## config.mk

```make
export PLATFORM = sky130hd
export DESIGN_NAME = ppbv_cap_regs
export DESIGN_NICKNAME = d
export VERILOG_FILES = /design/src/rtl/ppbv_pkg.sv /design/src/rtl/ppbv_policy_if.sv /design/src/rtl/ppbv_bus_policy.sv /design/src/rtl/ppbv_cap_regs.sv
export SDC_FILE = /design/constraint.sdc
export NUM_CORES = 1
export LEC_CHECK = 0
export ABC_AREA = 1
export ABC_CLOCK_PERIOD_IN_PS = 2400
export BUFFER_PORTS_ARGS = -buffer_cell sky130_fd_sc_hd__buf_4
export CAP_MARGIN = 5
export CORE_ASPECT_RATIO = 1.2
export CORE_MARGIN = 8
export CORE_UTILIZATION = 53
export DETAILED_ROUTE_END_ITERATION = 8
export GPL_TIMING_DRIVEN = 0
export PLACE_DENSITY = 0.91
export SLEW_MARGIN = 20
export SYNTH_ARGS = -nofsm -noshare
export SYNTH_HDL_FRONTEND = slang
export SYNTH_HIERARCHICAL = 1
export SYNTH_SLANG_ARGS = --single-unit
export TNS_END_PERCENT = 30
```

## constraint.sdc

```tcl
create_clock -name core_clk -period 2.4 [get_ports core_clk]
set_clock_uncertainty 0.05 [all_clocks]
set_input_delay 0.12 -clock core_clk [delete_from_list [all_inputs] [get_ports core_clk]]
set_output_delay 0.12 -clock core_clk [all_outputs]
set_load 0.05 [all_outputs]
```

## src/rtl/ppbv_pkg.sv

```systemverilog
// constants and types for the bridge power extension and product-data capability registers
// Operation
// RULE_01 - With the bus control enable bit set, power states drive the secondary clock and power, otherwise they never do.
// RULE_02 - With the select bit set and the function in D3hot, the secondary clock is stopped, giving bus state B2.
// RULE_03 - With the select bit clear and the function in D3hot, secondary bus power is removed, giving bus state B3.
// RULE_04 - The select bit is ignored unless the bus control enable bit reads one.
// RULE_05 - With bus control enabled, D0, D1 and D3cold cause no secondary clock or power action.
// RULE_06 - With bus control enabled, D2 stops the secondary clock, giving bus state B2.
// RULE_07 - With bus control enabled, D3hot stops the secondary clock and also removes power only when B3 is selected.
// RULE_08 - The read-only state data byte, zero after reset, returns the value chosen by the data select field.
// RULE_09 - The product-data capability identifier byte always reads 03h.
// RULE_10 - The product-data next pointer byte always reads 00h, ending the capability list.
// RULE_11 - The product-data address register is read/write and holds a dword-aligned byte address.
// RULE_12 - Identifier, next pointer, address and data registers decode at capability offsets 8h, 9h, Ah and Ch.
// RULE_13 - The top bit of the product-data address register flags completion of the storage transfer.
// RULE_14 - Data scale and data select read as 00b when the state data byte is not implemented.
// RULE_15 - The six reserved low bits of the bridge extension byte read zero and ignore writes.
package ppbv_pkg;
	// byte offsets relative to the capability pointer
	localparam logic [7:0] PPBV_OFS_BRIDGE_EXT = 8'h06;
	localparam logic [7:0] PPBV_OFS_STATE_DATA = 8'h07;
	localparam logic [7:0] PPBV_OFS_CAP_ID = 8'h08;
	localparam logic [7:0] PPBV_OFS_NEXT_PTR = 8'h09;
	localparam logic [7:0] PPBV_OFS_ADDRESS = 8'h0A;
	localparam logic [7:0] PPBV_OFS_DATA_WORD = 8'h0C;
	// dword offsets seen on the configuration port
	localparam logic [7:0] PPBV_DW_PM = 8'h04;
	localparam logic [7:0] PPBV_DW_VPD_HDR = 8'h08;
	localparam logic [7:0] PPBV_DW_PRODUCT_DATA_WORD = 8'h0C;
	// field positions
	localparam int PPBV_BIT_BUS_CTL_EN = 7;
	localparam int PPBV_BIT_D3_SELECT = 6;
	localparam int PPBV_BIT_ADDR_FLAG = 7;
	// fixed and reset values
	localparam logic [7:0] PPBV_CAP_ID_VALUE = 8'h03;
	localparam logic [7:0] PPBV_NEXT_PTR_VALUE = 8'h00;
	localparam logic [7:0] PPBV_STATE_DATA_RESET = 8'h00;
	localparam logic [7:0] PPBV_ADDRESS_RESET = 8'h00;
	localparam logic [31:0] PPBV_DATA_WORD_RESET = 32'h0000_0000;
	localparam logic [1:0] PPBV_DATA_FIELD_NONE = 2'h0;
	// power state field encodings
	typedef enum logic [1:0] {
		PPBV_D0 = 2'h0,
		PPBV_D1 = 2'h1,
		PPBV_D2 = 2'h2,
		PPBV_D3HOT = 2'h3
	} ppbv_pstate_t;
	// secondary bus states, one-hot
	typedef enum logic [3:0] {
		PPBV_B0 = 4'h1,
		PPBV_B1 = 4'h2,
		PPBV_B2 = 4'h4,
		PPBV_B3 = 4'h8
	} ppbv_bus_t;
endpackage : ppbv_pkg

```

## src/rtl/ppbv_policy_if.sv

```systemverilog
// carrier between the register bank and the secondary bus policy logic
`timescale 1ns/100ps
interface ppbv_policy_if;
	import ppbv_pkg::*;
	logic busCtlPolicyEnable;
	logic d3hotClockOrPowerSelect;
	ppbv_pstate_t powerStateField;
	logic d3cold;
	logic secClockStop;
	logic secPowerOff;
	ppbv_bus_t secBusState;
	modport regs (output busCtlPolicyEnable, output d3hotClockOrPowerSelect, output powerStateField,
		output d3cold, input secClockStop, input secPowerOff, input secBusState);
	modport policy (input busCtlPolicyEnable, input d3hotClockOrPowerSelect, input powerStateField,
		input d3cold, output secClockStop, output secPowerOff, output secBusState);
endinterface : ppbv_policy_if

```

## src/rtl/ppbv_bus_policy.sv

```systemverilog
// secondary bus clock and power policy driven by the function power state
`timescale 1ns/100ps
module ppbv_bus_policy (
	input wire logic core_clk, // configuration clock
	input wire logic reset_n, // asynchronous reset, active low
	ppbv_policy_if.policy pol // policy inputs and secondary bus controls
);
	import ppbv_pkg::*;

	ppbv_bus_t busState;
	ppbv_bus_t next_busState;

	// target bus state from the programmed power state
	always_comb begin
		next_busState = PPBV_B0;
		if (pol.busCtlPolicyEnable) begin // RULE_01
			if (pol.d3cold) begin
				next_busState = busState; // RULE_05
			end else begin
				case (pol.powerStateField)
					PPBV_D0: next_busState = PPBV_B0; // RULE_05
					PPBV_D1: next_busState = PPBV_B1; // RULE_05
					PPBV_D2: next_busState = PPBV_B2; // RULE_06
					PPBV_D3HOT: begin
						// select only looked at inside the enabled branch
						next_busState = pol.d3hotClockOrPowerSelect ? PPBV_B2 : PPBV_B3; // RULE_02 RULE_03 RULE_04
					end
					default: next_busState = PPBV_B0;
				endcase
			end
		end
	end

	// bus state register
	always_ff @(posedge core_clk or negedge reset_n) begin
		if (!reset_n) begin
			busState <= PPBV_B0;
		end else begin
			busState <= next_busState;
		end
	end

	// controls from the state; B1 needs no action of ours
	always_ff @(posedge core_clk or negedge reset_n) begin
		if (!reset_n) begin
			pol.secClockStop <= 1'b0;
			pol.secPowerOff <= 1'b0;
		end else begin
			pol.secClockStop <= (next_busState == PPBV_B2) || (next_busState == PPBV_B3); // RULE_06 RULE_07
			pol.secPowerOff <= (next_busState == PPBV_B3); // RULE_07
		end
	end

	assign pol.secBusState = busState;
endmodule : ppbv_bus_policy

```

## src/rtl/ppbv_cap_regs.sv

```systemverilog
// bridge power extension, state data and product-data capability register bank
`timescale 1ns/100ps
module ppbv_cap_regs (
	input wire logic core_clk, // configuration clock
	input wire logic reset_n, // asynchronous reset, active low
	input wire logic cfgRead, // configuration read strobe
	input wire logic cfgWrite, // configuration write strobe
	input wire logic [7:0] cfgAddr, // dword offset from capability pointer
	input wire logic [3:0] cfgByteEn, // byte enables, high active
	input wire logic [31:0] cfgWrData, // configuration write data
	output logic [31:0] cfgRdData, // registered read data
	output logic cfgRdValid, // read data valid pulse
	input wire logic busCtlEnableStrap, // strap for bus control enable
	input wire logic d3hotSelectStrap, // strap for D3HOT_CLOCK_OR_POWER_SELECT choice
	input wire ppbv_pkg::ppbv_pstate_t powerStateField, // current function power state
	input wire logic d3cold, // function supply removed
	input wire logic [7:0] stateDataIn, // selected state-dependent data
	output logic secClockStop, // stop secondary bus clock
	output logic secPowerOff, // remove secondary bus power
	output logic [1:0] dataScaleField, // scale field for the pm status word
	output logic [3:0] dataSelectField, // select field for the pm status word
	output logic storeReq, // start a storage transfer, one cycle
	output logic storeWrite, // transfer direction, 1 write
	output logic [6:0] storeAddr, // storage byte address
	output logic [31:0] storeWrData, // data to store
	input wire logic storeDone, // storage transfer finished
	input wire logic [31:0] storeRdData // data fetched from storage
);
	import ppbv_pkg::*;

	ppbv_policy_if pol ();

	logic busCtlPolicyEnable;
	logic d3hotClockOrPowerSelect;
	logic strapTaken;
	logic [7:0] pmStateData;
	logic [7:0] productDataAddress;
	logic [31:0] productDataWord;
	logic storeBusy;
	logic [7:0] bridgePmSupportExt;
	logic [31:0] next_rdData;
	logic addrWrite;
	logic dataWrite;

	// read-only extension bits come from straps caught after reset release
	always_ff @(posedge core_clk or negedge reset_n) begin
		if (!reset_n) begin
			busCtlPolicyEnable <= 1'b0;
			d3hotClockOrPowerSelect <= 1'b0;
			strapTaken <= 1'b0;
		end else if (!strapTaken) begin
			busCtlPolicyEnable <= busCtlEnableStrap;
			d3hotClockOrPowerSelect <= d3hotSelectStrap;
			strapTaken <= 1'b1;
		end
	end

	// reserved low bits are constant zero, writes never reach them
	assign bridgePmSupportExt = {busCtlPolicyEnable, d3hotClockOrPowerSelect, 6'h00}; // RULE_15

	// state data byte tracks the selected source; scale and select report none
	always_ff @(posedge core_clk or negedge reset_n) begin
		if (!reset_n) begin
			pmStateData <= PPBV_STATE_DATA_RESET;
		end else begin
			pmStateData <= stateDataIn; // RULE_08
		end
	end

	// data byte is fed from outside, so no local select table is kept
	always_ff @(posedge core_clk or negedge reset_n) begin
		if (!reset_n) begin
			dataScaleField <= PPBV_DATA_FIELD_NONE;
			dataSelectField <= 4'h0;
		end else begin
			dataScaleField <= PPBV_DATA_FIELD_NONE; // RULE_14
			dataSelectField <= {2'h0, PPBV_DATA_FIELD_NONE}; // RULE_14
		end
	end

	// write decode: address byte at Ah, data word at Ch
	always_comb begin
		addrWrite = 1'b0;
		dataWrite = 1'b0;
		if (cfgWrite && cfgAddr == PPBV_DW_VPD_HDR) begin
			addrWrite = cfgByteEn[PPBV_OFS_ADDRESS[1:0]] && !storeBusy; // RULE_12
		end else if (cfgWrite && cfgAddr == PPBV_DW_PRODUCT_DATA_WORD) begin
			dataWrite = !storeBusy; // RULE_12
		end
	end

	// address register; flag set on read completion, cleared on write completion
	always_ff @(posedge core_clk or negedge reset_n) begin
		if (!reset_n) begin
			productDataAddress <= PPBV_ADDRESS_RESET;
		end else if (addrWrite) begin
			productDataAddress <= {cfgWrData[23], cfgWrData[22:18], 2'h0}; // RULE_11
		end else if (storeBusy && storeDone) begin
			productDataAddress[PPBV_BIT_ADDR_FLAG] <= !storeWrite; // RULE_13
		end
	end

	// transfer tracking; a busy transfer ignores further address and data writes
	always_ff @(posedge core_clk or negedge reset_n) begin
		if (!reset_n) begin
			storeBusy <= 1'b0;
			storeReq <= 1'b0;
			storeWrite <= 1'b0;
		end else begin
			storeReq <= addrWrite;
			if (addrWrite) begin
				storeBusy <= 1'b1;
				storeWrite <= cfgWrData[23]; // RULE_13
			end else if (storeDone) begin
				storeBusy <= 1'b0;
			end
		end
	end

	assign storeAddr = productDataAddress[6:0];
	assign storeWrData = productDataWord;

	// data word, per byte lane from software or whole from storage
	always_ff @(posedge core_clk or negedge reset_n) begin
		if (!reset_n) begin
			productDataWord <= PPBV_DATA_WORD_RESET;
		end else if (dataWrite) begin
			for (int i = 0; i < 4; i++) begin
				if (cfgByteEn[i]) begin
					productDataWord[i*8 +: 8] <= cfgWrData[i*8 +: 8];
				end
			end
		end else if (storeBusy && storeDone && !storeWrite) begin
			productDataWord <= storeRdData;
		end
	end

	// read mux; unmapped dwords return zero
	always_comb begin
		next_rdData = 32'h0000_0000;
		if (cfgAddr == PPBV_DW_PM) begin
			next_rdData = {pmStateData, bridgePmSupportExt, 16'h0000}; // RULE_08
		end else if (cfgAddr == PPBV_DW_VPD_HDR) begin
			next_rdData = {8'h00, productDataAddress, PPBV_NEXT_PTR_VALUE, PPBV_CAP_ID_VALUE}; // RULE_09 RULE_10 RULE_12
		end else if (cfgAddr == PPBV_DW_PRODUCT_DATA_WORD) begin
			next_rdData = productDataWord; // RULE_12
		end
	end

	// read answer one cycle after the strobe
	always_ff @(posedge core_clk or negedge reset_n) begin
		if (!reset_n) begin
			cfgRdData <= 32'h0000_0000;
			cfgRdValid <= 1'b0;
		end else begin
			cfgRdValid <= cfgRead;
			if (cfgRead) begin
				cfgRdData <= next_rdData;
			end
		end
	end

	// policy hookup
	assign pol.busCtlPolicyEnable = busCtlPolicyEnable;
	assign pol.d3hotClockOrPowerSelect = d3hotClockOrPowerSelect;
	assign pol.powerStateField = powerStateField;
	assign pol.d3cold = d3cold;
	assign secClockStop = pol.secClockStop;
	assign secPowerOff = pol.secPowerOff;

	ppbv_bus_policy policy (
		.core_clk(core_clk),
		.reset_n(reset_n),
		.pol(pol.policy)
	);
endmodule : ppbv_cap_regs

```

# --- Word-level counts from Yosys, hierarchy flattened ---
# Index checks and enable logic that the tools add are counted.
classes:
  n_eq_ne: 12
  mux: 20
  n_reduce_logical: 16
ops:
  columns: ["operator", "count"]
  rows:
  - ["$mux W32", 5]
  - ["$mux W8", 4]
  - ["$eq A8 B4 Y1 const B", 2]
  - ["$pmux W4 S4", 1]
  - ["$mux W4", 3]
  - ["$eq A8 B3 Y1 const B", 1]
  - ["$ne A2 B2 Y1 const B", 4]
  - ["$reduce_and A2 Y1", 4]
  - ["$mux W1", 7]
  - ["$reduce_bool A2 Y1", 3]
  - ["$logic_and A1 B1 Y1", 5]
  - ["$eq A2 B2 Y1 const B", 2]
  - ["$eq A4 B3 Y1 const B", 1]
  - ["$eq A4 B4 Y1 const B", 1]
  - ["$eq A2 B1 Y1 const B", 1]
  - ["$logic_not A1 Y1", 2]
  - ["$logic_not A2 Y1", 1]
  - ["$logic_or A1 B1 Y1", 1]
totals:
  inputBits: 94
  register_bits: 91
  out_inout_bits: 82
  word_cells: 66

# --- Depth between registers and ports, before layout ---
# Gate-level depths: netlist of run 1.
depth:
  word_depth: 6
  mapped_depth: 10
  depth_no_buf: 9

# --- Hierarchy ---
# Netlist of run 1, hierarchy kept.
by_module_without_submodules:
  columns: ["mod", "area_each_um2", "instances", "cells_each", "seq_area_each_um2"]
  rows:
  - ["ppbv_cap_regs", 4184.0, 1, 523, 2127.0]
  - ["ppbv_bus_policy", 285.3, 1, 36, 151.4]

# --- Least setup slack after synthesis of run 1 ---
# OpenSTA, ideal clock, no wires.
synth_path:
  path_type: "reg2reg"
  startpoint: "register storeWrite"
  endpoint: "register productDataWord[10] (netlist: storeWrData[10])"
  stages_incl_launch_ff: 6
  path_buffers: 1
  path_slack_ns: 0.917
  required_time_ns: 2.283
  period_less_slack_ns: 1.483
  arrival_ns: 1.366
  setup_ns: 0.067
  path_cell_list: "dfrtp_1 -> inv_1 -> nand3_4 -> clkbuf_1 -> nand3_1 -> nand2_1"
synth_via:
  elab_chain_cells: 4
synth_rtl:
  columns: ["element", "line_no", "text"]
  rows:
  - ["start: declaration", "ppbv_cap_regs.sv:23", "output logic storeWrite,"]
  - ["start signal: assignment", "ppbv_cap_regs.sv:113", "storeWrite <= cfgWrData[23];"]
  - ["$logic_not A1 Y1", "ppbv_cap_regs.sv:133", "end else if (storeBusy && storeDone && !storeWrite) begin"]
  - ["$logic_and A1 B1 Y1", "ppbv_cap_regs.sv:133", null]
  - ["$reduce_bool A2 Y1 (no line)", null, null]
  - ["$reduce_and A2 Y1 (no line)", null, null]
  - ["end signal: indexed assignment", "ppbv_cap_regs.sv:130", "productDataWord[i*8 +: 8] <= cfgWrData[i*8 +: 8];"]
  - ["end signal: assignment", "ppbv_cap_regs.sv:134", "productDataWord <= storeRdData;"]
  - ["end: declaration", "ppbv_cap_regs.sv:38", "logic [31:0] productDataWord;"]
# Every way passes these cells.
# A chain may end at the register's enable or synchronous reset.

# --- Worst setup path after layout of run 1 ---
layout_path:
  startpoint: "register storeBusy"
  endpoint: "register productDataWord[6] (netlist: storeWrData[6])"
layout_via:
  elab_chain_cells: 5
  word_cells_on_any_way: 9
  cone_classes: "eq/ne: 1; mux: 3; reduce/logical: 5"
layout_rtl:
  columns: ["element", "line_no", "text"]
  rows:
  - ["start: declaration", "ppbv_cap_regs.sv:39", "logic storeBusy;"]
  - ["start signal: assignment", "ppbv_cap_regs.sv:106", "storeBusy <= 1'b0;"]
  - ["start signal: assignment", "ppbv_cap_regs.sv:112", "storeBusy <= 1'b1;"]
  - ["start signal: assignment", "ppbv_cap_regs.sv:115", "storeBusy <= 1'b0;"]
  - ["$logic_not A1 Y1", "ppbv_cap_regs.sv:88", "dataWrite = !storeBusy;"]
  - ["$mux W1", "ppbv_cap_regs.sv:87", "end else if (cfgWrite && cfgAddr == PPBV_DW_PRODUCT_DATA_WORD) begin"]
  - ["$mux W1", "ppbv_cap_regs.sv:85", "if (cfgWrite && cfgAddr == PPBV_DW_VPD_HDR) begin"]
  - ["$ne A2 B2 Y1 (no line) or $reduce_bool A2 Y1 (tied branches)", null, null]
  - ["$reduce_and A2 Y1 (no line)", null, null]
# Parallel ways exist; a longest one is shown, timed or not.

==> results.yml, run 1 <==
outcome:
  status: "complete, no violations"
drt:
  drt_iter0_drc: 373
  wl_per_cell_um: 17.24
  route.detailed.drc: 0
  wl_um: 15380
  ant_nets: 0
  vias: 4753
  dr.pass1.iters: 5
  via_per_inst: 5.328
critical_path:
  start_kind: "flop"
  critPathArrivalTime_ps: 1840
  crit_type: "flop to flop"
  rr_worst_depth: 7
  crit_fanout: 10
  worstSetupEndpointType: "flop"
  required_ps: 2610
power:
  peakVddDrop_mv: 0.3344
  power_leakage_nw: 3.736
  power_density_mw_per_mm2: 514.3
  p_total_mw: 3.308
job:
  maxCapViolCount: 0
grt:
  grt.total_usage_pct: 26.85
  antenna_found_initial: 0
  grt_pass1_vias: 5054
  grt_start_max_net_pins: 92
  overflow: 0
  grt_pass1_wl_um: 24500
place:
  gp_congestion: 0.8704
  dp_cells: 847
  io_buffers: 167
  placedInstanceArea_mm2: 0.005892
  pre_cts_slack_ps: 791.6
  dp_hpwl_um: 11030
clock_network:
  clock_sinks: 91
  cts_tree: "built"
  cts_buffers: 9
  cts_resized: 0
  root_buffer: "clkbuf_8"
  cts.htree.levels: 3
  clk_latency_ps: 360
  clk_pin_slew_ps: 90
  cts_setup_buffers: 0
  clock_path_buffers: 2
yosys:
  synth_area_leader_cell: "dfrtp_1"
  netlist_area_mm2: 0.004469
  syn_avg_cell_area_um2: 7.995
  synth_area_leaders: "dfrtp_1, nand2_1, nand3_1, nand3_2, buf_4"
  synth_top_area_share_pct: 50.39
  ys_seq_area_share_pct: 50.98
  yosys_register_bits: 91
  synth_cell_types: 27
  syn_inst: 559
  yosysWarningCount: 6
layout:
  final_area_mm2: 0.006432
  nFillCells: 529
  diodes: 0
  layout.nets: 867
  area_growth_pct: 43.93
  final_common_cell: "nand2_1"
  drive_gt1_share_pct: 31.62
  mostFrequentLayoutCells: "nand2_1, buf_4, dfrtp_1, nand3_1, dlygate4sd3_1"
  fin_util_pct: 78.90
  final_cells: 892
min_path:
  hold_path.class: "input port to flop"
  holdPathStages: 5
timing:
  finalHoldViolCount: 0
  tightest_slew_ps: 821.5
  finalSetupViolations: 0
  setup-tns-final_ps: 0
  rsz0062_at_grt: "no"
  finalWorstSetupSlack_ps: 767.0
  timing.hold.ws_ps: 4.859
  period_needed_ps: 1633
  max_slew_margin_pct: 45.23
  post-route-period-util_pct: 68.04
  slew_viol_final: 0
  fmax_mhz: 612.4
die:
  ioPinCount: 176
  core-area_mm2: 0.008153
  dieArea_mm2: 0.01164
  die_h_um: 116.6
  die_x_um: 99.83
  start_util_pct: 54.82
  row_count: 36
-- sequential cells by signal, summed over array words and instances, names as in the netlist --
signal                   cells
pmStateData                  8
productDataAddress           6
storeWrData                 32
storeBusy                    1
policy/pol.secPowerOff       1
strapTaken                   1
storeWrite                   1
d3hotClockOrPowerSelect      1
policy/pol.secBusState       4
cfgRdValid                   1
busCtlPolicyEnable           1
policy/pol.secClockStop      1
storeReq                     1
cfgRdData                   32
-- timing repair --
item,CTS,global route
hold endpoints to repair,119,0
hold buffers,29,0
setup endpoints to repair,0,0
-- routing by layer --
layer,up-vias,track usage (%),share of wire (%)
met2,294,49.09,53
met3,64,5.725,8.0
li1,2169,-,-
met5,-,0,0
met4,0,16.58,4.8
met1,2226,27.45,34
-- worst paths after layout --
path / endpoint / slack (ps) / start
max in group asynchronous: cfgRdData[20]$_DFFE_PN0P_ / 1390 / reset_n
max reg2reg: storeWrData[6]$_DFFE_PN0P_ / 770 / storeBusy$_DFFE_PN0P_
max: storeWrData[6]$_DFFE_PN0P_ / 770 / storeBusy$_DFFE_PN0P_
min reg2reg: cfgRdData[31]$_DFFE_PN0P_ / 440 / cfgRdData[31]$_DFFE_PN0P_
min in group asynchronous: productDataAddress[2]$_DFFE_PN0P_ / 320 / reset_n
min: storeWrData[22]$_DFFE_PN0P_ / 5 / storeRdData[22]
-- worst max-delay path, stage by stage (launching register included) --
cell and delay, ps:
dfrtp_1 490, nor2_8 270, nand3_2 180, buf_2 240
nand2_1 100, nand2_1 70, nand2_1 70, nand2_1 60
-- cells in the mapped netlist (all sizes together) --
library cell / n
buf: 26
conb: 2
inv: 16
clkbuf: 9
dfstp: 1
nor2: 16
nand2: 288
o21ai: 4
clkinv: 3
nand3: 96
a21oi: 6
dfrtp: 90
mux2: 2
-- layout make-up --
| type | instances | area (um^2) | share of cell area, % |
|---|---|---|---|
| Clock buffer | 13 | 178.9 | 2.782 |
| Timing Repair Buffer | 196 | 1548 | 24.06 |
| Clock inverter | 3 | 67.56 | 1.050 |
| Sequential cell | 91 | 2278 | 35.42 |
| Buffer | 35 | 254.0 | 3.949 |
| Tap cell | 114 | 142.6 | 2.217 |
| Multi-Input combinational cell | 421 | 1888 | 29.35 |
| Inverter | 19 | 75.07 | 1.167 |
-- kinds of logic (layout without fill, tap and decap cells) --
logic type | after synthesis | after routing | synth area share (%)
and+or+nand+nor | 400 | 400 | 39.70
DFF | 91 | 91 | 50.98
buffers and inverters | 54 | 266 | 7.363
AOI/OAI and AO/OA | 10 | 10 | 1.288
other | 2 | 9 | 0.1680
muxes | 2 | 2 | 0.5039
-- where the power goes --
group	switching (mW)	total, mW	internal, mW
logic	0.282	0.488	0.205
registers	0.0268	1.60	1.57
clock network	0.524	1.22	0.701
total	0.833	3.31	2.47
(Power assumes the default switching activity.)
==> run 2, diff against run 1 <==
ABC_AREA = 0   (was 1)
ABC_CLOCK_PERIOD_IN_PS = 1500   (was 2400)
CORE_UTILIZATION = 43   (was 53)
PLACE_DENSITY = 0.81   (was 0.91)
clock period = 1.5 ns   (was 2.4 ns; I/O delays follow)
==> run 2 against run 1 <==
Worst hold slack got worse by 18 ps. Highest routed layer unchanged. Register-to-register slack got worse by 860 ps. Fmax rose by 2.5%. The run now ends with hold timing, setup timing left. Total power rose by 82%. Sequential power rose by 63%. Combinational power rose by 97%. Wire length fell by 12%.
==> results.yml, run 2 <==
timing:
  post-route-period-util_pct: 106.2
  finalHoldViolCount: 1
  fmax_mhz: 627.6
  timing.hold.ws_ps: -12.96
  finalSetupViolations: 26
  slew_viol_final: 0
  setup-tns-final_ps: -1187
  finalWorstSetupSlack_ps: -93.27
  rsz0062_at_grt: "yes"
  tightest_slew_ps: 831.2
  max_slew_margin_pct: 44.59
  period_needed_ps: 1593
critical_path:
  start_kind: "flop"
  rr_worst_depth: 5
  reg2reg_from: "storeBusy$_DFFE_PN0P_"
  crit_type: "flop to flop"
  timing.reg2reg.setup_slack_ps: -90
  r2r_end: "storeWrData[29]$_DFFE_PN0P_"
  required_ps: 1670
  worstSetupEndpointType: "flop"
  critPathArrivalTime_ps: 1760
  crit_fanout: 8
clock_network:
  clk_latency_ps: 340
  clk_pin_slew_ps: 70
  root_buffer: "clkbuf_16"
  cts_tree: "built"
  clock_path_buffers: 2
  cts.htree.levels: 3
  cts_buffers: 9
  clock_sinks: 91
power:
  p_int_mw: 4.492
  seq_power_share_pct: 43.3
  pwr-share-comb_pct: 15.9
  power_density_mw_per_mm2: 920.9
  swShare_pct: 25.53
  p_total_mw: 6.031
  p_clk_share_pct: 40.7
  switching_power_mw: 1.539
  power_leakage_nw: 3.139
  peakVddDrop_mv: 0.5834
yosys:
  netlist_area_mm2: 0.004056
  yosysWarningCount: 6
  synth_area_leaders: "dfrtp_1, o221a_1, nand2b_1, o21ai_0, buf_4"
  yosys_register_bits: 91
  syn_avg_cell_area_um2: 11.49
  syn_inst: 353
  synth_common_cells: "dfrtp_1, o21ai_0, nand2b_1"
  synth_area_leader_cell: "dfrtp_1"
  synth-main-ff-cell: "dfrtp_1"
  synth_cell_types: 48
  synth_top_area_share_pct: 55.52
  synth-edff-count: 0
  synth_most_common_cell: "dfrtp_1"
  ys_seq_area_share_pct: 56.17
  async_flop_share_pct: 100.0
grt:
  grt.total_usage_pct: 20.82
  antenna_found_initial: 0
  grt_pass1_wl_um: 21000
  grt_pass1_vias: 4023
  overflow: 0
  grt_start_max_net_pins: 92
job:
  maxCapViolCount: 0
min_path:
  holdPathStages: 3
  whs_endpoint: "storeWrData[16]$_DFFE_PN0P_"
  hold_start: "storeRdData[16]"
  hold_path.class: "input port to flop"
drt:
  wl_per_cell_um: 18.64
  ant_nets: 0
  via_per_inst: 5.116
  dr.pass1.iters: 5
  drt_iter0_drc: 179
  wl_um: 13550
  route.detailed.drc: 0
  vias: 3719
die:
  core-area_mm2: 0.009369
  ioPinCount: 176
  dieArea_mm2: 0.01281
  row_count: 39
  start_util_pct: 43.30
  die_x_um: 104.7
  die_h_um: 122.4
place:
  io_buffers: 166
  dp_cells: 649
  dp_hpwl_um: 9353
  gp_congestion: 0.7739
  placedInstanceArea_mm2: 0.005487
layout:
  nFillCells: 675
  final_cells: 727
  drive_gt1_share_pct: 41.29
  final_common_cell: "buf_4"
  area_growth_pct: 61.44
  mostFrequentLayoutCells: "buf_4, dfrtp_1, dlygate4sd3_1, nand2b_1, o21ai_0"
  final_area_mm2: 0.006549
  layout.nets: 692
outcome:
  violations: "hold timing, setup timing"
  status: "finished, violations left"
run 2: routing by layer:
metal / routed length, um / vias up / track usage (%)
met1: 5210 / 1811 / 23.47
li1: - / 1735 / -
met4: 355 / 0 / 11.17
met2: 7071 / 147 / 35.55
met5: 0 / - / 0
met3: 915 / 26 / 5.777
run 2: layout make-up:
cell class	instances	area [um^2]	area share (%)
Sequential cell	91	2280	34.81
Buffer	31	224.0	3.420
Multi-Input combinational cell	214	1615	24.67
Tap cell	123	153.9	2.350
Antenna cell	1	2.502	0.03821
Timing Repair Buffer	227	1856	28.33
Clock buffer	10	239.0	3.649
Clock inverter	6	88.84	1.357
Inverter	24	90.09	1.376
run 2: worst max path at each step:
stage                                      start                     endpoint  cells after the start
final                      storeBusy$_DFFE_PN0P_  storeWrData[29]$_DFFE_PN0P_                      5
after global routing       storeBusy$_DFFE_PN0P_  storeWrData[29]$_DFFE_PN0P_                      5
after CTS                  storeBusy$_DFFE_PN0P_  storeWrData[29]$_DFFE_PN0P_                      5
after detailed placement              cfgAddr[5]  storeWrData[19]$_DFFE_PN0P_                      6
after global placement                cfgAddr[5]  storeWrData[16]$_DFFE_PN0P_                      6
after floorplan           storeWrite$_DFFE_PN0P_  storeWrData[22]$_DFFE_PN0P_                      4
run 2: critical path, stage by stage, from the launching register on:
cell and delay [ps]:
dfrtp_1 370, and3b_2 220, and4_1 160, buf_6 150, a21o_4 260, o221a_1 270
run 2: cell families (layout without fill, tap and decap cells):
family                 Yosys count  after routing  synth area share (%)
multiplexers                    15             15                 3.918
XOR/XNOR                         1              1                0.2160
AND/OR/NAND/NOR                 89             89                 13.26
buffers and inverters           55            298                 6.971
flip-flops                      91             91                 56.17
AO/OA/AOI/OAI                  100            100                 19.28
other                            2             10                0.1851
run 2: power groups by stage:
stage,clock (mW),sequential [mW],combinational (mW)
after floorplan,0,2.84,0.221
after global placement,0,2.65,0.799
after detailed placement,0,2.66,0.816
after CTS,2.48,2.61,0.936
after global routing,2.60,2.62,1.02
final,2.46,2.61,0.961
run 2: through the flow:
stage          util, %  setup WS [ps]  hold slack [ps]
2_1_floorplan        -         -63.40           -270.6
3_3_place_gp     58.56         -252.1            135.5
3_5_place_dp     58.56         -313.7            135.6
4_1_cts          68.28         -98.94            3.557
5_1_grt          69.87         -151.8            1.439
6_report         69.90         -93.27           -12.96
run 2: timing repair:
action / CTS / global route
hold buffers: 53 / 1
setup buffers: 1 / 6
pin swaps: 14 / 10
setup endpoints to repair: 38 / 42
gates resized for setup: 10 / 27
gates cloned: 0 / 0
endpoints found under the hold margin: 143 / 1
